$ cat config.mk
export PLATFORM = sky130hd
export DESIGN_NAME = processor_thermal_throttle
export DESIGN_NICKNAME = d
export VERILOG_FILES = /design/src/thermal_pkg.sv /design/src/interval_tick.sv /design/src/processor_thermal_throttle.sv
export SDC_FILE = /design/constraint.sdc
export NUM_CORES = 1
export LEC_CHECK = 0
export ABC_CLOCK_PERIOD_IN_PS = 3500
export BUFFER_PORTS_ARGS = -buffer_cell sky130_fd_sc_hd__buf_4
export CAP_MARGIN = 40
export CORE_UTILIZATION = 55
export DETAILED_ROUTE_END_ITERATION = 7
export GPL_TIMING_DRIVEN = 0
export PLACE_DENSITY = 0.78
export SLEW_MARGIN = 40
export SYNTH_ARGS = -nofsm -noshare
export SYNTH_HDL_FRONTEND = slang
export SYNTH_SLANG_ARGS = --single-unit
$ cat constraint.sdc
create_clock -name clk_sys -period 3.5 [get_ports clk_sys]
set_clock_uncertainty 0.2 [all_clocks]
set_input_delay 0.7 -clock clk_sys [delete_from_list [all_inputs] [get_ports clk_sys]]
set_output_delay 0.7 -clock clk_sys [all_outputs]
set_load 0.05 [all_outputs]
$ cat src/thermal_pkg.sv
/*
 Constants, state type and timing figures shared by the thermal throttle and boost logic.
 Assumes a single 25 MHz system clock and temperatures in whole degrees Celsius.
*/
// Notes on behaviour
// - throttle engages when silicon temperature reaches the 100 C maximum
// - activation threshold is fixed, never user settable nor software readable
// - clock modulation method stops and runs processor clocks at 50% duty
// - performance-state drop method moves to the lowest performance state when hot
// - performance-state drop is the selected thermal method instead of clock modulation
// - automatic and on-demand arming; automatic needs no outside help
// - catastrophic trip output asserts near 125 C so system power shuts down
// - trip output is independent of processor activity and makes no bus cycles
// - boost only after the highest performance state is requested; then above base
// - under demand and below limits, raise frequency 100 MHz per regular interval
// - boost capped by first limit: cores, current, power or temperature
// - maximum boost frequency depends on the number of active cores
package thermal_pkg;

   // ==========================================================
   // temperatures, degrees C
   localparam logic [7:0] TJ_MAX_C = 8'h64;
   localparam logic [7:0] TRIP_C = 8'h7D;

   // ==========================================================
   // clock and timing
   localparam int CLK_MHZ = 25;
   localparam int MOD_HALF_NS = 1000;
   localparam int MOD_HALF_CYC = (MOD_HALF_NS * CLK_MHZ) / 1000;
   localparam int BOOST_STEP_US = 1000;
   localparam int BOOST_STEP_CYC = BOOST_STEP_US * CLK_MHZ;

   // ==========================================================
   // performance states and frequency ratios (ratio unit = one 100 MHz step)
   localparam int STEP_MHZ = 100;
   localparam logic [3:0] PSTATE_HIGHEST = 4'h0;
   localparam logic [3:0] PSTATE_LOWEST = 4'hF;
   localparam logic [7:0] BASE_RATIO = 8'h19;

   // ==========================================================
   // throttle method selection
   localparam logic METHOD_CLOCK_MOD = 1'b0;
   localparam logic METHOD_PSTATE_DROP = 1'b1;

   typedef enum logic [1:0] {
      therm_normal,
      therm_clock_mod,
      therm_pstate_drop
   } therm_state_e;

endpackage

$ cat src/interval_tick.sv
/*
 Free-running interval counter giving a one-cycle tick every PERIOD cycles while run is high.
 Assumes a synchronous active-high reset; dropping run restarts the interval.
*/
`timescale 1ns/100ps
module interval_tick #(
   parameter int PERIOD = 25
) (
   // clock and reset
   input wire logic clk_sys,
   input wire logic sys_rst,
   // control
   input wire logic run,
   output logic tick
);

   localparam int CW = (PERIOD > 1) ? $clog2(PERIOD) : 1;
   localparam logic [CW-1:0] LAST = CW'(PERIOD - 1);

   logic [CW-1:0] count;

   always_ff @(posedge clk_sys) begin
      if (sys_rst || !run) begin
         count <= '0;
         tick <= 1'b0;
      end else if (count == LAST) begin
         count <= '0;
         tick <= 1'b1;
      end else begin
         count <= count + CW'(1);
         tick <= 1'b0;
      end
   end

endmodule

$ cat src/processor_thermal_throttle.sv
/*
 Overheat throttle unit, catastrophic trip output and frequency boost stepper.
 Assumes temperature, performance requests and limit flags are synchronous to clk_sys.
*/
`timescale 1ns/100ps
module processor_thermal_throttle #(
   parameter logic METHOD = thermal_pkg::METHOD_PSTATE_DROP,
   parameter int BOOST_STEP_CYC = thermal_pkg::BOOST_STEP_CYC,
   parameter int CORES = 4,
   // boost ceiling ratio per active core count, entry 0 for one core
   parameter logic [8*4-1:0] CAP_TABLE = {8'h1E, 8'h20, 8'h22, 8'h23}
) (
   // clock and reset
   input wire logic clk_sys,
   input wire logic sys_rst,
   // thermal sensing
   input wire logic [7:0] temp_c,
   // arming
   input wire logic arm_auto,
   input wire logic arm_on_demand,
   input wire logic on_demand_req,
   // operating system performance control
   input wire logic [3:0] os_pstate_req,
   input wire logic workload_demand,
   // boost limits
   input wire logic [2:0] active_cores,
   input wire logic current_limit,
   input wire logic power_limit,
   input wire logic boost_temp_limit,
   // clock and performance outputs
   output logic core_clk_run,
   output logic [3:0] pstate_out,
   output logic [7:0] freq_ratio,
   output logic throttle_active,
   output logic boost_active,
   // system power control
   output logic catastrophic_trip_out
);

   // ==========================================================
   // thermal compare
   // the threshold lives only here as a constant; there is no path to change or read it
   logic hot;
   logic trip_hot;
   assign hot = (temp_c >= thermal_pkg::TJ_MAX_C);
   assign trip_hot = (temp_c >= thermal_pkg::TRIP_C);

   // ==========================================================
   // arming
   logic engage;
   // automatic needs nothing but the sensor; on-demand is a plain request level
   assign engage = (arm_auto && hot) || (arm_on_demand && on_demand_req);

   // ==========================================================
   // throttle state machine
   thermal_pkg::therm_state_e state;
   thermal_pkg::therm_state_e next_state;

   always_comb begin
      next_state = state;
      case (state)
         thermal_pkg::therm_normal: begin
            if (engage) begin
               if (METHOD == thermal_pkg::METHOD_PSTATE_DROP) begin
                  next_state = thermal_pkg::therm_pstate_drop;
               end else begin
                  next_state = thermal_pkg::therm_clock_mod;
               end
            end
         end
         thermal_pkg::therm_clock_mod,
         thermal_pkg::therm_pstate_drop: begin
            if (!engage) begin
               next_state = thermal_pkg::therm_normal;
            end
         end
         default: begin
            next_state = thermal_pkg::therm_normal;
         end
      endcase
   end

   always_ff @(posedge clk_sys) begin
      if (sys_rst) begin
         state <= thermal_pkg::therm_normal;
      end else begin
         state <= next_state;
      end
   end

   always_ff @(posedge clk_sys) begin
      if (sys_rst) begin
         throttle_active <= 1'b0;
      end else begin
         throttle_active <= (next_state != thermal_pkg::therm_normal);
      end
   end

   // ==========================================================
   // clock modulation: stop and run halves of MOD_HALF_CYC cycles, the first stop half one cycle longer
   logic mod_tick;

   interval_tick #(
      .PERIOD(thermal_pkg::MOD_HALF_CYC)
   ) u_mod_tick (
      .clk_sys(clk_sys),
      .sys_rst(sys_rst),
      .run(state == thermal_pkg::therm_clock_mod),
      .tick(mod_tick)
   );

   always_ff @(posedge clk_sys) begin
      if (sys_rst) begin
         core_clk_run <= 1'b1;
      end else if (next_state != thermal_pkg::therm_clock_mod) begin
         // leaving modulation always hands back a running clock
         core_clk_run <= 1'b1;
      end else if (state != thermal_pkg::therm_clock_mod) begin
         core_clk_run <= 1'b0;
      end else if (mod_tick) begin
         core_clk_run <= !core_clk_run;
      end
   end

   // ==========================================================
   // performance state output
   // the request is held by the OS, so following it again restores the prior state
   always_ff @(posedge clk_sys) begin
      if (sys_rst) begin
         pstate_out <= thermal_pkg::PSTATE_HIGHEST;
      end else if (next_state == thermal_pkg::therm_pstate_drop) begin
         pstate_out <= thermal_pkg::PSTATE_LOWEST;
      end else begin
         pstate_out <= os_pstate_req;
      end
   end

   // ==========================================================
   // boost stepper
   logic boost_allowed;
   logic limit_hit;
   logic step_tick;
   logic [7:0] core_cap;
   logic [1:0] cap_idx;

   assign boost_allowed = (os_pstate_req == thermal_pkg::PSTATE_HIGHEST)
      && (next_state == thermal_pkg::therm_normal);
   assign limit_hit = current_limit || power_limit || boost_temp_limit;

   // zero cores reads as one; counts beyond the table use its last entry
   always_comb begin
      cap_idx = 2'h0;
      if (active_cores > 3'h1) begin
         cap_idx = (active_cores >= 3'(CORES)) ? 2'(CORES - 1) : 2'(active_cores - 3'h1);
      end
      core_cap = CAP_TABLE[cap_idx*8 +: 8];
   end

   interval_tick #(
      .PERIOD(BOOST_STEP_CYC)
   ) u_step_tick (
      .clk_sys(clk_sys),
      .sys_rst(sys_rst),
      .run(boost_allowed && workload_demand),
      .tick(step_tick)
   );

   always_ff @(posedge clk_sys) begin
      if (sys_rst) begin
         freq_ratio <= thermal_pkg::BASE_RATIO;
      end else if (!boost_allowed) begin
         freq_ratio <= thermal_pkg::BASE_RATIO;
      end else if (freq_ratio > core_cap) begin
         // more cores woke up: fall straight to the new ceiling
         freq_ratio <= core_cap;
      end else if (step_tick && workload_demand && !limit_hit && freq_ratio < core_cap) begin
         freq_ratio <= freq_ratio + 8'h01;
      end
   end

   always_ff @(posedge clk_sys) begin
      if (sys_rst) begin
         boost_active <= 1'b0;
      end else begin
         boost_active <= boost_allowed && (freq_ratio > thermal_pkg::BASE_RATIO);
      end
   end

   // ==========================================================
   // catastrophic trip
   // sticky until reset: the power supply is expected to drop, nothing else clears it
   always_ff @(posedge clk_sys) begin
      if (sys_rst) begin
         catastrophic_trip_out <= 1'b0;
      end else if (trip_hot) begin
         catastrophic_trip_out <= 1'b1;
      end
   end

endmodule

Word-level counts from Yosys, hierarchy flattened
Index checks and enable logic that the tools add are counted.

storage, ports and cells
  register bits after elaboration = 40
  latch bits = 0
  bits in writable memories = 0
  bits in read-only memories = 0
  input port bits = 24
  logic and storage cells = 71
  memories = 0

cells by class
  add/sub/neg operators = 4
  $mul = 0
  divide/modulo/power cells = 0
  $lt $le $gt $ge = 7
  equal/unequal tests = 7
  shift-type cells = 1
  muxes and demuxes = 12
  bitwise operators = 1
  reductions and logical operators = 28

operators by type and width
  kind                                                                          count
  32-bit by 6-bit indexed part select with 8-bit output (first input constant)  1
  8-bit by 7-bit >= comparator with 1-bit output (second input constant)        2
  8-bit two-way mux                                                             2
  15-bit by 1-bit adder with 15-bit output (second input constant)              1
  15-bit equality test (second input constant)                                  1
  2-bit OR reduction                                                            5
  8-bit by 1-bit adder with 8-bit output (second input constant)                1
  8-bit by 5-bit > comparator with 1-bit output (second input constant)         1
  8-bit > comparator                                                            1
  1-bit logical AND                                                             8
  8-bit < comparator                                                            1
  2-bit two-way mux                                                             4
  2-bit nonzero test                                                            3
  5-bit by 1-bit adder with 5-bit output (second input constant)                1
  5-bit equality test (second input constant)                                   1
  1-bit logical OR                                                              5
  2-bit equality test (second input constant)                                   2
  1-bit zero test                                                               4
  2-bit zero test                                                               2
  4-bit zero test                                                               1
  1-bit two-way mux                                                             4
  4-bit two-way mux                                                             1
  2-bit by 1-bit != test with 1-bit output (second input constant)              2
  2-bit case mux with 2 select lines                                            1
  other kinds (5)                                                               5

Longest topological paths before layout
  word-level depth = 11
  gate-level depth with buffers = 12

Cells and area by module
From an unflattened synthesis, not the netlist that was laid out.

unflattened totals
  cells, all modules = 239
  area, all modules = 2148.3 um^2

modules (own cells, without submodules)
  module                       instances  cells each  area an instance (um^2)  sequential area each (um^2)
  processor_thermal_throttle   1          137         1183.6                   360.3
  interval_tick (u_step_tick)  1          78          725.7                    320.3
  interval_tick (u_mod_tick)   1          24          239.0                    120.1

Least setup slack after synthesis
OpenSTA, ideal clock, no wires.

  kind = input -> register
  start point = input port active_cores[0]
  end point = register freq_ratio[3]
  library setup time = 114 ps
  arrival time = 2766 ps
  data required time = 3186 ps
  path slack = 420 ps
  stages = 12
  buffers on the path = 1
  cell sequence = inv_1 ha_1 nor2_1 and3_1 ha_1 nand2b_1 a21oi_1 or4_1 buf_2 o31ai_1 nand3b_1 a21o_1

between the ends
  word-level cells in the longest chain between the ends = 7
  elaborated cells between the ends (all ways) = 11
  those cells by class = add/sub (1); order compare (4); shift (1); mux (3); reduce/logical (2)

RTL lines
  item                                                                                RTL line                           text
  start, declared                                                                     processor_thermal_throttle.sv:26   input wire logic [2:0] active_cores,
  3-bit >= comparator or 2-bit by 1-bit subtractor with 2-bit output (tied branches)  processor_thermal_throttle.sv:154  cap_idx = (active_cores >= 3'(CORES)) ? 2'(CORES - 1) : 2'(active_cores - 3'h1);
  2-bit two-way mux                                                                   processor_thermal_throttle.sv:154
  2-bit two-way mux *                                                                 processor_thermal_throttle.sv:153  if (active_cores > 3'h1) begin
  32-bit by 6-bit indexed part select with 8-bit output *                             processor_thermal_throttle.sv:156  core_cap = CAP_TABLE[cap_idx*8 +: 8];
  8-bit < comparator                                                                  processor_thermal_throttle.sv:176  end else if (step_tick && workload_demand && !limit_hit && freq_ratio < core_cap) begin
  1-bit logical AND                                                                   processor_thermal_throttle.sv:176
  2-bit nonzero test (no line)                                                        n/a
  end signal, assigned                                                                processor_thermal_throttle.sv:172  freq_ratio <= thermal_pkg::BASE_RATIO;
  end signal, assigned                                                                processor_thermal_throttle.sv:175  freq_ratio <= core_cap;
  end signal, assigned                                                                processor_thermal_throttle.sv:177  freq_ratio <= freq_ratio + 8'h01;
  end, declared                                                                       processor_thermal_throttle.sv:33   output logic [7:0] freq_ratio,

Mark *: on every way between the ends. The rest lies on a longest branch, timed or not.
A chain may end at the register's enable or synchronous reset.

Final worst setup path
Ends and elaborated chain as after synthesis.

==> results.yml <==
place:
  dp_cells: 323
  hpwlAfterDp_mm: 3.061
  place.gp.congestion: 0.8545
  portBuffers: 38
  post_dp_cell_area_um2: 2444
synthesis:
  synth_area_um2: 2098
  synthArstFlopShare: 0
  synth_enable_flop_cells: 0
  syn_area_per_cell_um2: 8.853
  synth_flop_cell: "dfxtp_1"
  synth_cells: 237
  synth_seq_cells: 40
  yosysSeqAreaShare: 0.3816
  synth_nets: 278
  yosysWarnings: 0
  synth_cell_type_count: 49
die:
  dieHeight_um: 63.77
  rows: 22
  core_um2: 3661
  die_w_um: 63.77
  die_area_um2: 4066
  ios: 40
  start_util: 0.5731
route:
  vias: 1788
  drt.antenna.violating_nets: 0
  finalWirelength_mm: 4.172
  firstDrtPassIters: 4
  detail_route.vias_per_cell: 5.402
  routedWlPerCell_um: 12.60
  drc: 0
  drt-initial-drc-count: 91
worst_setup_path:
  criticalPathCategory: "in -> reg"
  worstPathArrival_ns: 3.11
  crit_path_end_kind: "flip-flop"
  cp.required_ns: 3.50
  rrSetupSlack_ns: 0.89
  cp_max_fo: 6
  start_kind: "input pin"
job:
  maxCapViolCount: 0
sta:
  period_share: 0.8893
  slew_headroom: 0.6645
  period_needed_ns: 3.112
  hold_ws_ns: 0.2747
  tns_ns: 0
  fmax_mhz: 321.3
  finalSetupViolCount: 0
  finalHoldViolCount: 0
  rsz0062_at_grt: "false"
  worst_pin_slew_ns: 0.4991
  report.final.slew_viol_count: 0
cts:
  cts.sinks: 40
  clk_latency_ns: 0.30
  cts_buffers: 5
  cts_hold_buf: 0
  clockRootBuffer: "clkbuf_8"
  cts_tree: "yes"
  clk_pin_slew_ns: 0.08
  post_cts_buffers: 0
  clk_path_buf_depth: 2
  h-tree-depth: 2
  cts.repair.resized: 0
power:
  pwr_density_cell_nw_per_um2: 390.5
  power_switching_share: 0.2649
  clock_power_share: 0.381
  power_switching_uw: 265.0
  combPwrFrac: 0.146
  seqPwrFrac: 0.473
  ir_drop_v: 0.0002480
  internal-power_uw: 735.2
  leakage_nw: 1.035
  finalPower_mw: 1.000
run_status:
  outcome: "finished clean"
layout:
  layout_commonest_cell: "dfxtp_1"
  fin_area_um2: 2561
  final_layout_size_suffix_gt1_frac: 0.2155
  multi_input_area_um2: 1211
  area_growth_pct: 22.06
  seqCellArea_um2: 800.8
  n_fill_cell: 299
  finalNonFillerCells: 331
  final_cell_mix: "40 x dfxtp_1, 38 x buf_4, 29 x nor2_1"
  final_nets: 323
  antennaDiodeCount: 0
grt:
  grt.overflow.total: 0
  grt_pass1_vias: 1637
  grt_max_degree: 14
  track_usage: 0.2225
  grt_first_pass_wirelength_mm: 7.031
  antenna_found_initial: 0
hold_path:
  min_path_type: "reg -> reg"
kinds of logic (layout without fill, tap and decap cells):
group,Yosys count,in the layout,synth area share
XOR/XNOR,18,18,0.07513
flip-flops,40,40,0.3816
AO/OA/AOI/OAI,37,37,0.1318
AND/OR/NAND/NOR,101,101,0.2594
adder cells (fa/ha/maj),17,17,0.1014
multiplexers,1,1,0.004771
other,1,1,0.001787
buffers and inverters,22,68,0.04412
worst max-delay path: stages:
cell      delay (ns)
buf_4           0.10
inv_1           0.06
ha_1            0.30
nor2_1          0.13
and3_1          0.21
ha_1            0.25
nand2b_1        0.07
a21oi_1         0.10
or4_1           0.47
buf_2           0.18
o31ai_1         0.23
nand3b_1        0.11
a21o_1          0.19
per-layer routing:
metal | up-vias | track usage | wire length, um
met5 | - | 0 | 0
met4 | 0 | 0.06818 | 47
met3 | 4 | 0.07143 | 164
met2 | 35 | 0.3471 | 1901
met1 | 824 | 0.2905 | 2059
li1 | 925 | - | -
per-stage QoR:
stage | utilization | setup slack [ns]
after floorplan | - | 0.4196
after global placement | 0.6675 | 0.1620
after detailed placement | 0.6675 | 0.09992
after CTS | 0.6979 | 0.4262
after global routing | 0.6996 | 0.2111
final | 0.6996 | 0.3876
state kept, by name, summed over array words and instances, names as in the netlist:
name / flops
u_step_tick.count: 15
u_step_tick.tick: 1
catastrophic_trip_out: 1
core_clk_run: 1
throttle_active: 1
pstate_out: 4
u_mod_tick.tick: 1
state: 2
freq_ratio: 8
u_mod_tick.count: 5
boost_active: 1
power groups by stage:
| stage | Combinational [mW] | Sequential (mW) | Clock (mW) |
|---|---|---|---|
| after CTS | 0.145 | 0.473 | 0.387 |
| after detailed placement | 0.145 | 0.484 | 0 |
| after global routing | 0.158 | 0.475 | 0.403 |
| final | 0.146 | 0.473 | 0.381 |
| after global placement | 0.143 | 0.484 | 0 |
| after floorplan | 0.0580 | 0.519 | 0 |
cells in the mapped netlist, types with 2 or more instances:
library cell | count | area [um^2]
dfxtp_1 | 40 | 800.8
nor2_1 | 29 | 108.9
inv_1 | 18 | 67.56
ha_1 | 17 | 212.7
nand2_1 | 16 | 60.06
nor3_1 | 14 | 70.07
xor2_1 | 11 | 96.34
o21ai_0 | 10 | 50.05
nand3_1 | 9 | 45.04
nand4_1 | 7 | 43.79
xnor2_1 | 7 | 61.31
a21oi_1 | 4 | 20.02
and3_1 | 4 | 25.02
nor4_1 | 4 | 25.02
a211oi_1 | 3 | 22.52
o31ai_1 | 3 | 22.52
a41oi_1 | 2 | 17.52
and4_1 | 2 | 17.52
buf_2 | 2 | 10.01
nand2b_1 | 2 | 12.51
nand3b_1 | 2 | 15.01
nor3_2 | 2 | 20.02
o21a_1 | 2 | 15.01
or4_1 | 2 | 15.01
layout make-up:
type / count / share of cell area
Clock inverter: 3 / 0.01661
Multi-Input combinational cell: 175 / 0.4729
Inverter: 18 / 0.02638
Sequential cell: 40 / 0.3127
Buffer: 4 / 0.009770
Tap cell: 48 / 0.02345
Clock buffer: 5 / 0.02687
Timing Repair Buffer: 38 / 0.1114
final timing paths:
check | from | to | cells after the start
setup / recovery | active_cores[0] | freq_ratio[3]$_SDFFE_PP1P_ | 13
hold / removal | u_mod_tick.count[0]$_SDFF_PP0_ | u_mod_tick.count[0]$_SDFF_PP0_ | 1
setup reg to reg | state[0]$_SDFF_PP0_ | u_step_tick.count[14]$_SDFF_PP0_ | 9
hold reg to reg | u_mod_tick.count[0]$_SDFF_PP0_ | u_mod_tick.count[0]$_SDFF_PP0_ | 1
Power figures use the tool's default switching activity.
